`src/logic/mal_pkg.sv`:
```
// constants, taskfile carrier types and helpers for the max address limit command block
package mal_pkg;

    //------------------------------------------------------------
    // widths
    //------------------------------------------------------------
    localparam int ADDR_W = 6;
    localparam int DATA_W = 32;
    localparam int LBA_W  = 48;

    //------------------------------------------------------------
    // register byte offsets on the avalon slave
    //------------------------------------------------------------
    localparam logic [5:0] OFS_FEATURE  = 6'h00;
    localparam logic [5:0] OFS_SECCNT   = 6'h04;
    localparam logic [5:0] OFS_LBA_LO   = 6'h08;
    localparam logic [5:0] OFS_LBA_MID  = 6'h0c;
    localparam logic [5:0] OFS_LBA_HI   = 6'h10;
    localparam logic [5:0] OFS_LBA_PREV = 6'h14;
    localparam logic [5:0] OFS_DEVICE   = 6'h18;
    localparam logic [5:0] OFS_COMMAND  = 6'h1c;
    localparam logic [5:0] OFS_CONTROL  = 6'h20;
    localparam logic [5:0] OFS_STATUS   = 6'h24;
    localparam logic [5:0] OFS_ID_W60   = 6'h28;
    localparam logic [5:0] OFS_ID_W100L = 6'h2c;
    localparam logic [5:0] OFS_ID_W100H = 6'h30;
    localparam logic [5:0] OFS_MAX_LO   = 6'h34;
    localparam logic [5:0] OFS_MAX_HI   = 6'h38;
    localparam logic [5:0] OFS_LOCKS    = 6'h3c;

    //------------------------------------------------------------
    // opcodes, security subcommand codes, field positions
    //------------------------------------------------------------
    localparam logic [7:0] OP_SET_MAX     = 8'hf9;
    localparam logic [7:0] OP_SET_MAX_EXT = 8'h37;
    localparam logic [7:0] SUB_SET_PW     = 8'h01;
    localparam logic [7:0] SUB_LOCK       = 8'h02;
    localparam logic [7:0] SUB_UNLOCK     = 8'h03;
    localparam logic [7:0] SUB_FREEZE     = 8'h04;
    localparam int SC_PERSIST_BIT = 0;
    localparam int DEV_LBA_BIT    = 6;
    localparam int CTL_UPPER_SEL_BIT = 7;
    localparam int ST_BSY_BIT     = 7;
    localparam int ST_RDY_BIT     = 6;
    localparam int ST_ERR_BIT     = 0;
    localparam int ER_ABORT_BIT   = 2;

    //------------------------------------------------------------
    // address ceilings and chs geometry reported back
    //------------------------------------------------------------
    localparam logic [47:0] LBA28_MAX     = 48'h0000_0fff_ffff;
    localparam logic [7:0]  CHS_SECTORS   = 8'h3f;
    localparam logic [3:0]  CHS_MAX_HEAD  = 4'hf;
    localparam logic [47:0] CHS_TRACK_LEN = 48'h0000_0000_03f0;

    //------------------------------------------------------------
    // carriers
    //------------------------------------------------------------
    typedef struct packed {
        logic [7:0] feature;
        logic [7:0] seccnt;
        logic [7:0] lba_lo;
        logic [7:0] lba_mid;
        logic [7:0] lba_hi;
        logic [7:0] prev_lo;
        logic [7:0] prev_mid;
        logic [7:0] prev_hi;
        logic [7:0] device;
    } mal_taskfile_type;

    typedef struct packed {
        logic [47:0] w100;
        logic [27:0] w60;
    } mal_ident_type;

    // 48-bit address from both byte layers
    function automatic logic [47:0] mal_lba48(input mal_taskfile_type t);
        return {t.prev_hi, t.prev_mid, t.prev_lo, t.lba_hi, t.lba_mid, t.lba_lo};
    endfunction : mal_lba48

    // 28-bit address from head nibble and three bytes, zero extended
    function automatic logic [47:0] mal_lba28(input mal_taskfile_type t);
        return {20'h00000, t.device[3:0], t.lba_hi, t.lba_mid, t.lba_lo};
    endfunction : mal_lba28

endpackage : mal_pkg

```
`src/logic/mal_limit_cmd.sv`:
```
// max address limit command interpreter with avalon-mm taskfile access
//------------------------------------------------------------
// Functional notes
// - security form of F9h: feature 01h password, 02h lock, 03h unlock, 04h freeze.
// - address-limit form of F9h ignores the feature value.
// - F9h sector count bit 0: 1 keeps limit across power-on, 0 loses it.
// - lba limit: low 7:0, mid 15:8, high 23:16, head nibble 27:24.
// - chs limit: cylinder from high and mid; low and head nibble ignored.
// - lba completion returns adjusted limit in low, mid, high and head nibble.
// - chs completion returns cylinder, 63 in low, 15 as head.
// - 37h accepted only right after the extended native maximum read.
// - after a limit is set, accesses above it abort.
// - extended limit above 28-bit ceiling updates words 103:100 only.
// - extended limit at or below ceiling updates words 103:100 and 61:60.
// - 37h aborts: unsupported, over capacity, set by F9h, not preceded, locked/frozen.
// - second persistent 37h aborts until next power-on.
// - 37h sector count bit 0: 1 persistent, 0 volatile.
// - readback shows lower bytes with upper select 0, upper bytes with 1.
// - F9h is a limit request only right after native max read, else security.
// - F9h aborts when locked, frozen, or limit was set by 37h.
//------------------------------------------------------------
`timescale 1ns/1ps

module mal_limit_cmd #(
    parameter logic [47:0] NATIVE_MAX          = 48'h0000_2540_be40,
    parameter logic [7:0]  CMD_READ_NATIVE     = 8'hf8,
    parameter logic [7:0]  CMD_READ_NATIVE_EXT = 8'h27,
    parameter bit          EXT_SUPPORTED       = 1'b1
) (
    input  wire logic                         clock,
    input  wire logic                         srst,
    input  wire logic [mal_pkg::ADDR_W-1:0]   avs_address,
    input  wire logic                         avs_read,
    input  wire logic                         avs_write,
    input  wire logic [mal_pkg::DATA_W-1:0]   avs_writedata,
    output logic      [mal_pkg::DATA_W-1:0]   avs_readdata,
    output logic                              avs_waitrequest,
    input  wire logic [mal_pkg::LBA_W-1:0]    nv_limit_in,
    output logic      [mal_pkg::LBA_W-1:0]    nv_limit_out,
    output logic                              nv_limit_write
);
    import mal_pkg::*;
    typedef enum logic [1:0] {
        ST_IDLE = 2'b01,
        ST_EXEC = 2'b10
    } mal_state_type;
    mal_state_type      state_q;
    mal_taskfile_type   tf_q;
    mal_ident_type      ident_q;
    logic [7:0]         cmd_q;
    logic               upper_byte_readback_select_q;
    logic               abort_flag_q;
    logic [47:0]        max_q;
    logic               locked_q;
    logic               frozen_q;
    logic               prev_native_q;
    logic               prev_native_ext_q;
    logic               set_by_28_q;
    logic               set_by_ext_q;
    logic               nv_ext_done_q;
    logic [31:0]        readdata_q;
    logic               waitrequest_q;
    logic [47:0]        nv_limit_q;
    logic               nv_write_q;
    logic               wr_go;
    logic               rd_go;
    logic [47:0]        req48;
    logic [47:0]        req28;
    logic [47:0]        chs_limit;
    logic [47:0]        limit28;
    logic               is_lba;
    logic               persist;
    logic               set28_go;
    logic               sec_go;
    logic               ext_go;
    logic               native_go;
    logic               abort_d;
    logic [7:0]         status_byte;
    logic [47:0]        boot_max;
    logic [23:0]        lba_view;
    assign avs_readdata    = readdata_q;
    assign avs_waitrequest = waitrequest_q;
    assign nv_limit_out    = nv_limit_q;
    assign nv_limit_write  = nv_write_q;
    //------------------------------------------------------------
    // avalon slave handshake
    //------------------------------------------------------------
    // one wait cycle per access; writes commit on the edge with waitrequest low, reads are captured on the wait edge
    always_ff @(posedge clock) begin
        if (srst) begin
            waitrequest_q <= 1'b1;
        end else if ((avs_read || avs_write) && waitrequest_q) begin
            waitrequest_q <= 1'b0;
        end else begin
            waitrequest_q <= 1'b1;
        end
    end
    assign wr_go = avs_write && !waitrequest_q;
    assign rd_go = avs_read && waitrequest_q;
    assign lba_view = upper_byte_readback_select_q ? {tf_q.prev_hi, tf_q.prev_mid, tf_q.prev_lo}
                                                   : {tf_q.lba_hi, tf_q.lba_mid, tf_q.lba_lo};
    // status byte: busy while executing, abort shown through err
    always_comb begin
        status_byte              = 8'h00;
        status_byte[ST_BSY_BIT]  = (state_q == ST_EXEC);
        status_byte[ST_RDY_BIT]  = (state_q == ST_IDLE);
        status_byte[ST_ERR_BIT]  = abort_flag_q;
    end
    // read mux, captured with the wait cycle; unmapped offsets read zero
    always_ff @(posedge clock) begin
        if (srst) begin
            readdata_q <= 32'h0000_0000;
        end else if (rd_go) begin
            case (avs_address)
                OFS_FEATURE:  readdata_q <= {24'h000000, tf_q.feature};
                OFS_SECCNT:   readdata_q <= {24'h000000, tf_q.seccnt};
                OFS_LBA_LO:   readdata_q <= {24'h000000, lba_view[7:0]};
                OFS_LBA_MID:  readdata_q <= {24'h000000, lba_view[15:8]};
                OFS_LBA_HI:   readdata_q <= {24'h000000, lba_view[23:16]};
                OFS_LBA_PREV: readdata_q <= {8'h00, tf_q.prev_hi, tf_q.prev_mid, tf_q.prev_lo};
                OFS_DEVICE:   readdata_q <= {24'h000000, tf_q.device};
                OFS_COMMAND:  readdata_q <= {24'h000000, cmd_q};
                OFS_CONTROL:  readdata_q <= {24'h000000, upper_byte_readback_select_q, 7'h00};
                OFS_STATUS:   readdata_q <= {16'h0000, 5'h00, abort_flag_q, 2'h0, status_byte};
                OFS_ID_W60:   readdata_q <= {4'h0, ident_q.w60};
                OFS_ID_W100L: readdata_q <= ident_q.w100[31:0];
                OFS_ID_W100H: readdata_q <= {16'h0000, ident_q.w100[47:32]};
                OFS_MAX_LO:   readdata_q <= max_q[31:0];
                OFS_MAX_HI:   readdata_q <= {16'h0000, max_q[47:32]};
                OFS_LOCKS:    readdata_q <= {26'h0000000, set_by_ext_q, set_by_28_q, nv_ext_done_q,
                                             prev_native_ext_q, frozen_q, locked_q};
                default:      readdata_q <= 32'h0000_0000;
            endcase
        end
    end

    //------------------------------------------------------------
    // command decode and abort conditions
    //------------------------------------------------------------
    always_comb begin
        req48     = mal_lba48(tf_q);
        req28     = mal_lba28(tf_q);
        chs_limit = ({32'h0000_0000, tf_q.lba_hi, tf_q.lba_mid} + 48'h1) * CHS_TRACK_LEN - 48'h1;
        is_lba    = tf_q.device[DEV_LBA_BIT];
        limit28   = is_lba ? req28 : chs_limit;
        persist   = tf_q.seccnt[SC_PERSIST_BIT];
        set28_go  = (cmd_q == OP_SET_MAX) && prev_native_q;
        sec_go    = (cmd_q == OP_SET_MAX) && !prev_native_q;
        ext_go    = (cmd_q == OP_SET_MAX_EXT);
        native_go = (cmd_q == CMD_READ_NATIVE) || (cmd_q == CMD_READ_NATIVE_EXT);
        abort_d   = 1'b0;
        if (set28_go) begin
            // feature value plays no part here
            abort_d = locked_q || frozen_q || set_by_ext_q || (limit28 > NATIVE_MAX);
        end else if (sec_go) begin
            case (tf_q.feature)
                SUB_SET_PW: abort_d = locked_q || frozen_q;
                SUB_LOCK:   abort_d = frozen_q;
                SUB_UNLOCK: abort_d = frozen_q;
                SUB_FREEZE: abort_d = 1'b0;
                default:    abort_d = 1'b1;
            endcase
        end else if (ext_go) begin
            abort_d = !EXT_SUPPORTED || (req48 > NATIVE_MAX) || set_by_28_q
                      || !prev_native_ext_q || locked_q || frozen_q
                      || (persist && nv_ext_done_q);
        end else if (!native_go) begin
            // any other command is a media access checked against the limit
            abort_d = req48 > max_q;
        end
    end

    //------------------------------------------------------------
    // command sequencer
    //------------------------------------------------------------
    // a command write while busy is dropped; the host must poll for ready
    always_ff @(posedge clock) begin
        if (srst) begin
            state_q <= ST_IDLE;
            cmd_q   <= 8'h00;
        end else begin
            case (state_q)
                ST_IDLE: begin
                    if (wr_go && avs_address == OFS_COMMAND) begin
                        cmd_q   <= avs_writedata[7:0];
                        state_q <= ST_EXEC;
                    end
                end
                ST_EXEC: state_q <= ST_IDLE;
                default: state_q <= ST_IDLE;
            endcase
        end
    end

    // abort flag reflects the outcome of the last command
    always_ff @(posedge clock) begin
        if (srst) begin
            abort_flag_q <= 1'b0;
        end else if (state_q == ST_EXEC) begin
            abort_flag_q <= abort_d;
        end
    end

    // upper byte readback select, host control register
    always_ff @(posedge clock) begin
        if (srst) begin
            upper_byte_readback_select_q <= 1'b0;
        end else if (wr_go && avs_address == OFS_CONTROL) begin
            upper_byte_readback_select_q <= avs_writedata[CTL_UPPER_SEL_BIT];
        end
    end

    //------------------------------------------------------------
    // taskfile: host writes when idle, device writes results
    //------------------------------------------------------------
    always_ff @(posedge clock) begin
        if (srst) begin
            tf_q <= '0;
        end else if (state_q == ST_IDLE && wr_go) begin
            case (avs_address)
                OFS_FEATURE:  tf_q.feature <= avs_writedata[7:0];
                OFS_SECCNT:   tf_q.seccnt  <= avs_writedata[7:0];
                OFS_LBA_LO:   tf_q.lba_lo  <= avs_writedata[7:0];
                OFS_LBA_MID:  tf_q.lba_mid <= avs_writedata[7:0];
                OFS_LBA_HI:   tf_q.lba_hi  <= avs_writedata[7:0];
                OFS_LBA_PREV: begin
                    tf_q.prev_lo  <= avs_writedata[7:0];
                    tf_q.prev_mid <= avs_writedata[15:8];
                    tf_q.prev_hi  <= avs_writedata[23:16];
                end
                OFS_DEVICE:   tf_q.device  <= avs_writedata[7:0];
                default:      tf_q.feature <= tf_q.feature;
            endcase
        end else if (state_q == ST_EXEC && !abort_d) begin
            if (set28_go && is_lba) begin
                tf_q.lba_lo      <= limit28[7:0];
                tf_q.lba_mid     <= limit28[15:8];
                tf_q.lba_hi      <= limit28[23:16];
                tf_q.device[3:0] <= limit28[27:24];
            end else if (set28_go) begin
                tf_q.lba_lo      <= CHS_SECTORS;
                tf_q.device[3:0] <= CHS_MAX_HEAD;
            end else if (native_go) begin
                {tf_q.prev_hi, tf_q.prev_mid, tf_q.prev_lo} <= NATIVE_MAX[47:24];
                {tf_q.lba_hi, tf_q.lba_mid, tf_q.lba_lo}    <= NATIVE_MAX[23:0];
                tf_q.device[3:0] <= NATIVE_MAX[27:24];
            end
        end
    end

    //------------------------------------------------------------
    // limit, identify words and persistent store
    //------------------------------------------------------------
    // reset stands for power-on: volatile limits fall back to the stored one
    assign boot_max = (nv_limit_in == 48'h0 || nv_limit_in > NATIVE_MAX) ? NATIVE_MAX : nv_limit_in;

    always_ff @(posedge clock) begin
        if (srst) begin
            max_q        <= boot_max;
            ident_q.w100 <= boot_max;
            ident_q.w60  <= (boot_max > LBA28_MAX) ? LBA28_MAX[27:0] : boot_max[27:0];
        end else if (state_q == ST_EXEC && !abort_d && set28_go) begin
            max_q        <= limit28;
            ident_q.w60  <= limit28[27:0];
            // a request at the 28-bit ceiling reports the whole native range in words 103:100; max_q keeps the ceiling
            ident_q.w100 <= (limit28 == LBA28_MAX) ? NATIVE_MAX : limit28;
        end else if (state_q == ST_EXEC && !abort_d && ext_go) begin
            max_q        <= req48;
            ident_q.w100 <= req48;
            if (req48 <= LBA28_MAX) begin
                ident_q.w60 <= req48[27:0];
            end
        end
    end
    // persistent copy handed to the nonvolatile store
    always_ff @(posedge clock) begin
        if (srst) begin
            nv_limit_q <= 48'h0;
            nv_write_q <= 1'b0;
        end else begin
            nv_write_q <= state_q == ST_EXEC && !abort_d && persist && (set28_go || ext_go);
            if (state_q == ST_EXEC && !abort_d && persist && set28_go) begin
                nv_limit_q <= limit28;
            end else if (state_q == ST_EXEC && !abort_d && persist && ext_go) begin
                nv_limit_q <= req48;
            end
        end
    end

    //------------------------------------------------------------
    // state kept between commands
    //------------------------------------------------------------
    always_ff @(posedge clock) begin
        if (srst) begin
            prev_native_q     <= 1'b0;
            prev_native_ext_q <= 1'b0;
            set_by_28_q       <= 1'b0;
            set_by_ext_q      <= 1'b0;
            nv_ext_done_q     <= 1'b0;
        end else if (state_q == ST_EXEC) begin
            // only the command right before counts
            prev_native_q     <= cmd_q == CMD_READ_NATIVE && !abort_d;
            prev_native_ext_q <= cmd_q == CMD_READ_NATIVE_EXT && !abort_d;
            if (!abort_d && set28_go) begin
                set_by_28_q <= 1'b1;
            end
            if (!abort_d && ext_go) begin
                set_by_ext_q <= 1'b1;
            end
            if (!abort_d && ext_go && persist) begin
                nv_ext_done_q <= 1'b1;
            end
        end
    end
    // security lock state driven by the subcommand form
    always_ff @(posedge clock) begin
        if (srst) begin
            locked_q <= 1'b0;
            frozen_q <= 1'b0;
        end else if (state_q == ST_EXEC && sec_go && !abort_d) begin
            if (tf_q.feature == SUB_LOCK) begin
                locked_q <= 1'b1;
            end else if (tf_q.feature == SUB_UNLOCK) begin
                locked_q <= 1'b0;
            end else if (tf_q.feature == SUB_FREEZE) begin
                frozen_q <= 1'b1;
            end
        end
    end
endmodule : mal_limit_cmd

```
`config.mk`:
```
export PLATFORM = sky130hd
export DESIGN_NAME = mal_limit_cmd
export DESIGN_NICKNAME = d
export VERILOG_FILES = /design/src/logic/mal_pkg.sv /design/src/logic/mal_limit_cmd.sv
export SDC_FILE = /design/constraint.sdc
export NUM_CORES = 1
export LEC_CHECK = 0
export BUFFER_PORTS_ARGS = -buffer_cell sky130_fd_sc_hd__buf_4
export CAP_MARGIN = 20
export CORE_UTILIZATION = 28
export CTS_CLUSTER_SIZE = 10
export DETAILED_ROUTE_END_ITERATION = 16
export PLACE_DENSITY_LB_ADDON = 0.15
export SLEW_MARGIN = 0
export SYNTH_ARGS = -nofsm -noshare
export SYNTH_HDL_FRONTEND = slang
export SYNTH_SLANG_ARGS = --single-unit
```
`constraint.sdc`:
```
create_clock -name clock -period 13.8 [get_ports clock]
set_input_delay 0.69 -clock clock [delete_from_list [all_inputs] [get_ports clock]]
set_output_delay 0.69 -clock clock [all_outputs]
set_load 0.03 [all_outputs]
```
Word level (Yosys, flattened, before mapping)
Cells that the tools add are included.

word-level totals
  memory bits (read-only) = 0
  memories = 0
  input bits = 90
  memory bits (writable) = 0
  output and inout port bits = 82
  logic and storage cells = 181
  latch bits = 0
  bits in registers = 297

operators by class
  multiplexer cells = 40
  reduce and logical (&&, ||, !) cells = 67
  magnitude comparators = 6
  add/subtract/negate cells = 2
  shift-type cells = 0
  divide/modulo/power cells = 0
  equal/unequal tests = 34
  bitwise operators = 3
  $mul = 1

operators with widths
  kind                   count
  $mux 48                11
  $pmux 32 s16           1
  $mux 76                3
  $gt 48x30->1 const B   3
  $mux 24                4
  $mux 28                2
  $eq 48x28->1 const B   1
  $eq 6x6->1 const B     8
  $gt 48x28->1 const B   1
  $gt 48x48->1           1
  $le 48x28->1 const B   1
  $logic_not 48->1       1
  $mux 40                1
  $mux 8                 4
  $sub 27x1->28 const B  1
  $eq 6x5->1 const B     4
  $logic_and 1x1->1      24
  $mux 4                 6
  $mul 17x6->23 const B  1
  $reduce_and 2->1       9
  $add 16x1->17 const B  1
  $eq 8x2->1 const B     2
  $eq 8x6->1 const B     2
  $eq 8x8->1 const B     2
  22 further kinds       59

Longest topological paths before layout
Gate-level depths: netlist (run 1).

  depth in word-level cells = 15
  gate-level depth with buffers = 29
  mapped depth without buffers = 24

Worst setup path after synthesis (run 1)
OpenSTA, ideal clock, no wires.

  path kind = reg2reg
  from = reg tf_q (netlist bit req28[10])
  to = reg ident_q[28] (netlist name) (enable)
  arrival time = 7978 ps
  required time = 12896 ps
  path buffers = 2
  cell stages (with the launch flop) = 22
  slack = 4918 ps
  clock period less this slack = 8882 ps
  library setup time = 904 ps
  cells stage by stage = dfxtp_1 -> clkbuf_1 -> and4_1 -> and2_1 -> nand3_1 -> nor4_1 -> fa_1 -> inv_1 -> fa_1 -> fa_1 -> ha_1 -> clkbuf_1 -> nand4_1 -> a2111o_1 -> a31oi_1 -> o31ai_1 -> a22oi_1 -> nand4_1 -> o41ai_1 -> a21boi_1 -> nand3_1 -> nand2_1

on the way
  word-level cells in the longest chain between the ends = 13
  elaborated cells between the ends (all ways) = 22
  classes of those cells = 2 x add/sub; 1 x mul; 3 x order compare; 5 x mux; 11 x reduce/logical

RTL lines
  what                                                                  line                                        source
  start: declaration                                                    mal_limit_cmd.sv:48                         mal_taskfile_type tf_q;
  parallel branches: the longest is 8 deep, another holds $gt 48x30->1  -
  $mux 1 *                                                              mal_limit_cmd.sv:152                        if (set28_go) begin
  $logic_not 1->1 *                                                     mal_limit_cmd.sv:262, mal_limit_cmd.sv:267
  $logic_and 1x1->1 *                                                   mal_limit_cmd.sv:262, mal_limit_cmd.sv:267
  $logic_and 1x1->1 (on tied branches)                                  mal_limit_cmd.sv:262, mal_limit_cmd.sv:267
  $reduce_bool 3->1 (no line) *                                         -
  end: declaration                                                      mal_limit_cmd.sv:49                         mal_ident_type ident_q;

Mark *: on every way between the ends.
A chain may end at the register's enable or synchronous reset.

Final worst setup path (run 1)
  from = reg tf_q (netlist bit req28[12])
  to = reg max_q[15] (enable)

on the way
  word-level cells in the longest chain between the ends = 13
  elaborated cells between the ends (all ways) = 22
  classes of those cells = 2 x add/sub; 1 x mul; 3 x order compare; 5 x mux; 11 x reduce/logical

RTL lines
  what                                                                  line                                        source
  parallel branches: the longest is 8 deep, another holds $gt 48x30->1  -
  $mux 1 *                                                              mal_limit_cmd.sv:152
  $logic_not 1->1 *                                                     mal_limit_cmd.sv:262, mal_limit_cmd.sv:267
  $logic_and 1x1->1 *                                                   mal_limit_cmd.sv:262, mal_limit_cmd.sv:267
  $logic_and 1x1->1 (on tied branches)                                  mal_limit_cmd.sv:262, mal_limit_cmd.sv:267
  $reduce_bool 3->1 (no line) *                                         -
  end signal: assignment                                                mal_limit_cmd.sv:259                        max_q <= boot_max;
  end signal: assignment                                                mal_limit_cmd.sv:263                        max_q <= limit28;
  end signal: assignment                                                mal_limit_cmd.sv:268                        max_q <= req48;
  end: declaration                                                      mal_limit_cmd.sv:53                         logic [47:0] max_q;

Marked as above.

==> results of run 1 <==
-- sequential cells by signal, summed over array words and instances (netlist names), 2 cells and up --
name and flops:
avs_readdata 32, cmd_q 8, ident_q 76, max_q 48
nv_limit_out 48, req28 28, req48 24, state_q 2
tf_q 18
-- final cells by class --
cell class | count | area share (%)
repair buffers | 212 | 7.28
flip-flops and latches | 297 | 32.9
clock buffers | 63 | 5.30
clock inverters | 5 | 0.195
multi-input cells | 1486 | 46.5
inverters | 170 | 2.92
well taps | 855 | 4.89
-- power by group through the flow --
| stage | clock network (mW) | logic [mW] | registers [mW] |
|---|---|---|---|
| final | 0.971 | 0.113 | 0.940 |
| after global routing | 1.03 | 0.121 | 0.941 |
| after CTS | 0.996 | 0.113 | 0.940 |
| after detailed placement | 0 | 0.113 | 0.958 |
| after global placement | 0 | 0.112 | 0.958 |
| after floorplan | 0 | 0.0554 | 0.956 |
-- per-layer routing --
metal	global-route usage, %	vias up	wire length (um)
met5	0	-	0
met4	7.92	0	2690
met3	4.10	125	5770
met2	35.8	709	34900
met1	31.7	8416	35100
li1	-	7911	-
-- worst max path at each step --
stage | from | end | depth (start not counted)
floorplan | req28[10] | ident_q[28] | 21
global placement | req28[10] | ident_q[52] | 22
detailed placement | req28[10] | ident_q[54] | 22
CTS | req28[12] | ident_q[55] | 22
global route | req28[12] | max_q[15] | 24
finish | req28[12] | max_q[15] | 22
-- cells in the mapped netlist (all sizes together), types with 7 or more instances --
library cell / instances / area share, %
a211oi: 25 / 1.0
a21o: 37 / 1.5
a21oi: 165 / 4.7
a221oi: 18 / 0.85
a222oi: 7 / 0.38
a22o: 31 / 1.5
a22oi: 86 / 3.5
a31oi: 41 / 1.4
and2: 14 / 0.47
and3: 64 / 2.2
buf: 9 / 0.26
clkbuf: 138 / 2.8
dfxtp: 173 / 19
edfxtp: 124 / 20
fa: 36 / 3.9
ha: 86 / 5.8
inv: 169 / 3.4
mux2i: 28 / 1.5
nand2: 157 / 3.2
nand2b: 21 / 0.71
nand3: 63 / 1.7
nand4: 37 / 1.3
nor2: 168 / 3.4
nor2b: 15 / 0.51
nor3: 64 / 1.7
nor4: 35 / 1.3
o211ai: 11 / 0.45
o21a: 11 / 0.45
o21ai: 60 / 1.6
o31a: 7 / 0.33
o31ai: 10 / 0.41
or3: 14 / 0.53
or4: 11 / 0.47
xnor2: 35 / 1.7
xor2: 14 / 0.66
-- kinds of logic after synthesis --
logic type	synth area share, %
AOI/OAI and AO/OA	21.4
xor gates and xnor gates	2.32
adders and majority gates	9.89
buffers and inverters	6.53
DFF	38.9
muxes	1.82
and+or+nand+nor	19.1
==> flow_summary_export.csv, run 1 <==
group,metric,value,unit
pwr,pwr-share-comb,5.6,%
timing,min_period,9860,ps
status,status,"complete, no violations",
timing,rsz0062_at_grt,"no",
logic_synthesis,ys_warn_count,0,
timing,worstMarginPinSlew,1120,ps
clock_network,cts_setup_buffers,0,
pwr,peakVddDrop,0.0751,mV
clock_network,cts.sinks,297,
timing,setup_tns,0,ps
die,initial_utilization,28.5,%
setup_path,crit_chain,"and4_1 > and2_1 > nand4_1 > or3_1 > xnor2_1 > inv_1 > fa_1 > fa_1 > fa_1 > inv_1 > ha_1 > a21oi_1 > nand2_1 > a221oi_1 > a31oi_1 > xnor2_1 > nand4_1 > o41ai_1 > a21boi_1 > nand3_1 > nand2_4 > buf_4",
logic_synthesis,synthesis.nets,2312,
pwr,power_frac_seq,46.4,%
setup_path,critical_path.max_stage_delay,990,ps
drt,wl_per_cell,25.4,um
global_routing,grt_pass1_wl,114000,um
logic_synthesis,synth_flop_cell,"dfxtp_1",
timing,post-route-period-util,71.5,%
cells_and_area,fill_cells,6742,
place,dp.final_hpwl,56900,um
setup_path,path_class,"register to register",
place,place_inst,3020,
clock_network,cts_hold_buf,0,
clock_network,cts_tree,"done",
setup_path,r2r_start,"req28[12]",
timing,slew_headroom,25.0,%
die,die_y,259,um
place,place_congestion,0.960,
timing,max_freq,0.101,GHz
worst_hold_path,min_path_cells,2,
drt,drt_iter0_drc,1740,
cells_and_area,final_cells,3088,
timing,finalWorstSetupSlack,3940,ps
die,die_w,259,um
worst_hold_path,min_to,"avs_waitrequest",
logic_synthesis,avgSynthCellArea,8.80,um2
clock_network,clock_path_buffers,3,
pwr,p_leak,8.85,nW
die,fp.dieArea,67000,um2
global_routing,antenna_found_initial,0,
setup_path,r2r_end,"max_q[15]",
setup_path,cp_slowest_cell,"o41ai_1",
setup_path,r2r_slack,3940,ps
cells_and_area,stdcell_area,21900,um2
setup_path,path_common_cell,"fa_1",
pwr,p_sw_share,24.0,%
drt,drtPass1Iterations,5,
die,design.portCount,172,
place,place_area,20700,um2
logic_synthesis,yosysUniqueCellTypes,84,
cells_and_area,fin_util,33.7,%
pwr,switching_power,0.486,mW
worst_hold_path,hp-class,"input pin to register",
clock_network,numCtsBuffers,39,
clock_network,cts_resized,0,
cells_and_area,regArea,7190,um2
timing,slew_viol_final,0,
clock_network,path_clk_slew,60,ps
cells_and_area,areaGrowthSynthToFinish,18.3,%
logic_synthesis,synth_seq_cells,297,
setup_path,ff2ff_path_depth,22,
logic_synthesis,syn_inst,2100,
global_routing,grt-ovfl-total,0,
place,io_buffers,163,
drt,ant_nets,0,
pwr,power.density,92.6,nW/um2
die,fp.coreArea,64800,um2
cells_and_area,diodes,0,
setup_path,cp-end-kind,"register",
global_routing,grt_pass1_vias,16700,
drt,viasPerCell,5.56,
worst_hold_path,hp-start,"avs_read",
drt,vias,17200,
clock_network,clockRootBuffer,"clkbuf_16",
cells_and_area,nNetsFinal,2418,
cells_and_area,layout_common_cells,"buf_4, dfxtp_1, inv_1",
pwr,power_frac_clock,48.0,%
timing,whs,336,ps
place,dpl_worst_slack,4100,ps
timing,setup_viol,0,
setup_path,worstSetupStartpointType,"register",
pwr,p_int,1.54,mW
logic_synthesis,synth.cell_area,18500,um2
setup_path,critPathMaxFanout,64,
clock_network,clock_latency,570,ps
drt,drt_wl_total,78400,um
logic_synthesis,synthArstFlopShare,0,%
setup_path,crit_family,"simple AND/OR/NAND/NOR gates",
run,maxCapViolations,0,
cells_and_area,final_common_cell,"buf_4",
pwr,finalPower,2.02,mW
logic_synthesis,yosysSeqAreaShare,38.9,%
timing,hold_viol,0,
logic_synthesis,synth_edf_count,124,
clock_network,cts_max_level,2,
global_routing,grt_start_max_net_pins,92,
timing,clock_skew,31.0,ps
global_routing,grt.total_usage,23.0,%
setup_path,cp.arrival,10050,ps
drt,drc,0,
setup_path,crit_buf_inv,3,
cells_and_area,drive_gt1_share,14.1,%
cells_and_area,multiInputGateArea,10200,um2
die,rows,93,
setup_path,required,13990,ps
Note: power is estimated with default switching activity, not from simulation.
==> run 2: changes to the inputs <==
- clock period: 13.8 -> 8.7 ns (I/O delays scaled with it)
==> run 2 against run 1 <==
Against the previous run: worst setup slack got worse by 3300 ps; first-iteration DRC count rose by 2.6%; clock power rose by 58%; count of clock-buffer cells in the layout fell by 3; design area rose by 0.69%; utilization rose by 0.23 points; critical path depth did not move; flip-flop and latch count did not move; wire length fell by 0.96%; via count rose by 1.3%; critical path type unchanged; critical endpoint is now ident_q[18]; largest cell class unchanged.
==> flow_summary_export.csv, run 2 (synthesized netlist as in run 1, its figures left out) <==
group,metric,value,unit
place,place_congestion,0.934,
timing,setup_viol,0,
worst_hold_path,hp-class,"input pin to register",
cells_and_area,final_cells,3106,
setup_path,required,8980,ps
cells_and_area,final_common_cell,"buf_4",
die,fp.coreArea,64800,um2
global_routing,grt_start_max_net_pins,100,
drt,drt_wl_total,77700,um
setup_path,path_common_cell,"fa_1",
timing,post-route-period-util,93.0,%
setup_path,crit_buf_inv,4,
run,maxCapViolations,0,
cells_and_area,drive_gt1_share,14.7,%
setup_path,critPathMaxFanout,10,
setup_path,cp-end-kind,"register",
timing,slew_headroom,24.5,%
place,place_area,20800,um2
clock_network,clock_latency,570,ps
timing,clock_skew,27.4,ps
timing,rsz0062_at_grt,"no",
setup_path,cp_slowest_cell,"dfxtp_1",
cells_and_area,stdcell_area,22000,um2
cells_and_area,areaGrowthSynthToFinish,19.1,%
drt,wl_per_cell,25.0,um
cells_and_area,largest-register,"ident_q",
setup_path,worstSetupStartpointType,"register",
clock_network,cts.sinks,297,
status,status,"complete, no violations",
clock_network,cts_hold_buf,0,
timing,slew_viol_final,0,
die,initial_utilization,28.5,%
drt,ant_nets,0,
setup_path,crit_chain,"nand4_1 > nor4_1 > xor2_1 > inv_1 > fa_1 > fa_1 > fa_1 > inv_1 > ha_1 > a21oi_1 > nand2_1 > a221oi_1 > a31oi_1 > xnor2_1 > nand4_1 > o41ai_1 > buf_4 > nor3_1 > buf_4 > mux2_2 > a22oi_1 > nand2_1",
clock_network,cts_setup_buffers,0,
setup_path,crit_family,"adder cells",
die,die_w,259,um
clock_network,path_clk_slew,50,ps
global_routing,antenna_found_initial,0,
place,dpl_worst_slack,759,ps
cells_and_area,nNetsFinal,2436,
setup_path,worst-path-stages,22,
clock_network,clockRootBuffer,"clkbuf_16",
drt,viasPerCell,5.60,
place,io_buffers,163,
pwr,peakVddDrop,0.114,mV
cells_and_area,diodes,0,
timing,max_freq,0.124,GHz
timing,whs,87.3,ps
setup_path,critical_path.max_stage_delay,610,ps
global_routing,grt-ovfl-total,0,
clock_network,clock_path_buffers,3,
worst_hold_path,min_path_cells,2,
global_routing,grt_pass1_vias,16900,
global_routing,grt.total_usage,22.8,%
setup_path,r2r_slack,610,ps
cells_and_area,layout_common_cells,"buf_4, dfxtp_1, inv_1",
global_routing,grt_pass1_wl,114000,um
cells_and_area,largest_reg_flops,76,
die,die_y,259,um
cells_and_area,fin_util,34.0,%
clock_network,cts_resized,0,
die,design.portCount,172,
pwr,p_leak,8.95,nW
timing,hold_viol,0,
drt,drt_iter0_drc,1786,
place,place_inst,3037,
timing,worstMarginPinSlew,1120,ps
timing,setup_tns,0,ps
drt,drc,0,
drt,vias,17400,
drt,drtPass1Iterations,5,
timing,finalWorstSetupSlack,613,ps
die,rows,93,
pwr,finalPower,3.21,mW
setup_path,path_class,"register to register",
die,fp.dieArea,67000,um2
place,dp.final_hpwl,56900,um
pwr,power.density,146,nW/um2
clock_network,cts_tree,"done",
setup_path,cp.arrival,8370,ps
clock_network,numCtsBuffers,39,
setup_path,ff2ff_path_depth,22,
clock_network,cts_max_level,2,
timing,min_period,8090,ps
-- run 2: cell count changes in the layout (fill, tap and decap cells not counted), moves of 2 or more --
| cell | before | now |
|---|---|---|
| buf_4 | 212 | 227 |
| buf_12 | 0 | 3 |
| clkbuf_8 | 7 | 4 |
| nor2_2 | 6 | 3 |
| clkinv_2 | 2 | 4 |
| inv_4 | 0 | 2 |
| nor2_1 | 161 | 163 |
-- run 2: worst paths after layout --
check / end / from
setup reg to reg: ident_q[18] / req28[17]
hold / removal: req48[42] / avs_writedata[18]
hold reg to reg: nv_limit_out[28] / nv_limit_out[28]
setup / recovery: ident_q[18] / req28[17]
-- run 2: layout make-up --
class / count / area (um2)
flip-flops and latches: 297 / 7190
multi-input cells: 1486 / 10200
well taps: 855 / 1070
repair buffers: 230 / 1760
inverters: 170 / 638
fillers: 6720 / 42800
clock buffers: 60 / 1120
clock inverters: 8 / 61.3
-- run 2: layer usage --
layer  global-route usage (%)  wire length (um)  vias up  part of all wire, %
met5                        0                 0        -                    0
met4                     7.41              2330        0                  3.0
met3                     4.24              5520      124                  7.1
met2                     35.7             34700      712                   45
met1                     31.5             35100     8626                   45
li1                         -                 -     7930                    -
-- run 2: power by group --
part	switching, mW	leakage [nW]	internal [mW]	total [mW]
sequential	0.0131	2.64	1.48	1.49
clock	0.647	0.579	0.886	1.53
combinational	0.125	5.73	0.0578	0.183
==> run 3: changes to the inputs <==
- CORE_MARGIN: default -> 2
- CTS_CLUSTER_SIZE: 10 -> default
- clock period: 8.7 -> 8.3 ns (I/O delays scaled with it)
==> run 3 against run 2 <==
Against the previous run: design area is 0.61% higher; fmax is 2.8% higher; global-route usage is 0.15 points higher; worst hold slack worse by 17 ps; critical endpoint is now ident_q[30]; largest cell class unchanged.
==> flow_summary_export.csv, run 3 (synthesized netlist as in run 1, its figures left out) <==
group,metric,value,unit
cells_and_area,layout_common_cells,"buf_4, dfxtp_1, inv_1",
drt,drc,0,
cells_and_area,areaGrowthSynthToFinish,19.8,%
place,place_congestion,0.953,
place,place_inst,3055,
timing,max_freq,0.127,GHz
place,io_buffers,163,
cells_and_area,nNetsFinal,2445,
cells_and_area,final_cells,3126,
drt,wl_met3,5710,um
place,dp.final_hpwl,58100,um
clock_network,cts_tree,"done",
die,die_y,261,um
timing,whs,69.9,ps
drt,drt_iter0_drc,1565,
die,die_w,261,um
clock_network,cts.sinks,297,
timing,min_period,7870,ps
die,rows,94,
setup_path,critical_path.max_stage_delay,600,ps
drt,wl_per_cell,25.4,um
timing,slew_headroom,22.4,%
setup_path,worstSetupStartpointType,"register",
pwr,finalPower,3.37,mW
timing,worstMarginPinSlew,1160,ps
timing,rsz0062_at_grt,"no",
global_routing,grt_pass1_wl,116000,um
clock_network,clock_latency,570,ps
cells_and_area,largest-register,"ident_q",
drt,route.met2.wl,36500,um
setup_path,critPathMaxFanout,19,
cells_and_area,fin_util,33.8,%
status,status,"complete, no violations",
drt,drtPass1Iterations,6,
worst_hold_path,hp-start,"avs_read",
pwr,power.density,152,nW/um2
timing,slew_viol_final,0,
die,design.portCount,172,
clock_network,clock_path_buffers,3,
cells_and_area,drive_gt1_share,15.3,%
timing,setup_tns,0,ps
die,fp.coreArea,65500,um2
drt,vias,17400,
clock_network,cts_max_level,2,
timing,hold_viol,0,
global_routing,antenna_found_initial,0,
global_routing,grt-ovfl-total,0,
cells_and_area,final_common_cell,"buf_4",
global_routing,grt.total_usage,23.0,%
global_routing,grt_start_max_net_pins,100,
clock_network,numCtsBuffers,39,
drt,highest_layer,"met4",
setup_path,crit_chain,"and4_1 > and2_1 > nand4_1 > or3_1 > xnor2_1 > inv_1 > fa_1 > fa_1 > inv_1 > fa_1 > ha_1 > nand4_1 > a2111o_1 > a31oi_1 > or4_1 > a22oi_1 > nand4_1 > buf_4 > nor4_1 > or4_1 > or4_4 > nor4_4 > buf_12 > a21oi_1",
die,fp.dieArea,68100,um2
die,initial_utilization,28.2,%
pwr,peakVddDrop,0.115,mV
setup_path,path_class,"register to register",
clock_network,path_clk_slew,60,ps
setup_path,cp_slowest_cell,"fa_1",
pwr,p_leak,8.99,nW
drt,wl_met1,34800,um
clock_network,clockRootBuffer,"clkbuf_16",
cells_and_area,largest_reg_flops,76,
setup_path,cp-end-kind,"register",
drt,ant_nets,0,
timing,clock_skew,35.7,ps
drt,viasPerCell,5.57,
global_routing,grt_pass1_vias,16900,
cells_and_area,diodes,0,
setup_path,required,8560,ps
worst_hold_path,hp-class,"input pin to register",
setup_path,cp.arrival,8130,ps
setup_path,cp-startpoint,"req28[13]",
timing,setup_viol,0,
timing,post-route-period-util,94.8,%
run,maxCapViolations,0,
setup_path,r2r_start,"req28[13]",
clock_network,cts_setup_buffers,0,
drt,drt_wl_total,79500,um
## run 3: cell count changes in the layout (fill, tap and decap cells not counted), sizes merged
cell      before  now
inv          174  171
buf          230  239
clkinv         4    6
clkbuf        60   59
clkinvlp       0    4
## run 3: timing repair
| action | CTS | global route |
|---|---|---|
| endpoints found under the setup margin | 0 | 6 |
| hold buffers | 0 | 0 |
| resized for setup | 0 | 2 |
## run 3: path summary, 6_finish.rpt
| path | endpoint | slack [ps] | depth (start not counted) |
|---|---|---|---|
| worst max-delay path | ident_q[30] | 430 | 24 |
| worst min-delay path | avs_waitrequest | 70 | 2 |
| worst max register to register | ident_q[30] | 430 | 24 |
| worst min register to register | tf_q[59] | 450 | 2 |
## run 3: metal layers
| layer | track usage [%] | vias up |
|---|---|---|
| met5 | 0 | - |
| met4 | 7.13 | 0 |
| met3 | 3.64 | 141 |
| met2 | 36.9 | 751 |
| met1 | 31.5 | 8559 |
| li1 | - | 7961 |
## run 3: cell type report
cell class / instances / area, um2
Fill cell: 6828 / 43400
Multi-Input combinational cell: 1486 / 10200
Sequential cell: 297 / 7190
Timing Repair Buffer: 239 / 1840
Clock buffer: 59 / 1120
Tap cell: 864 / 1080
Inverter: 170 / 638
Clock inverter: 11 / 91.3
## run 3: worst max-delay path, delay by kind of cell, from the launching register on
family / cells / cell delay (ps)
simple gates: 11 / 3270
fa+ha+maj: 4 / 2060
compound gates: 4 / 980
buf+inv: 4 / 580
xor+xnor: 1 / 340
flops: 1 / 330
## run 3: metrics by stage
stage	setup WS, ps	cell area (um2)
detailed placement	469	20900
global route	4.30	22100
global placement	568	20900
finish	432	22100
CTS	462	22100
floorplan	369	18500
## run 3: power by group
| part | switching, mW | internal (mW) | total, mW |
|---|---|---|---|
| logic | 0.131 | 0.0599 | 0.191 |
| registers | 0.0137 | 1.55 | 1.56 |
| clock network | 0.674 | 0.939 | 1.61 |
| total | 0.818 | 2.55 | 3.37 |
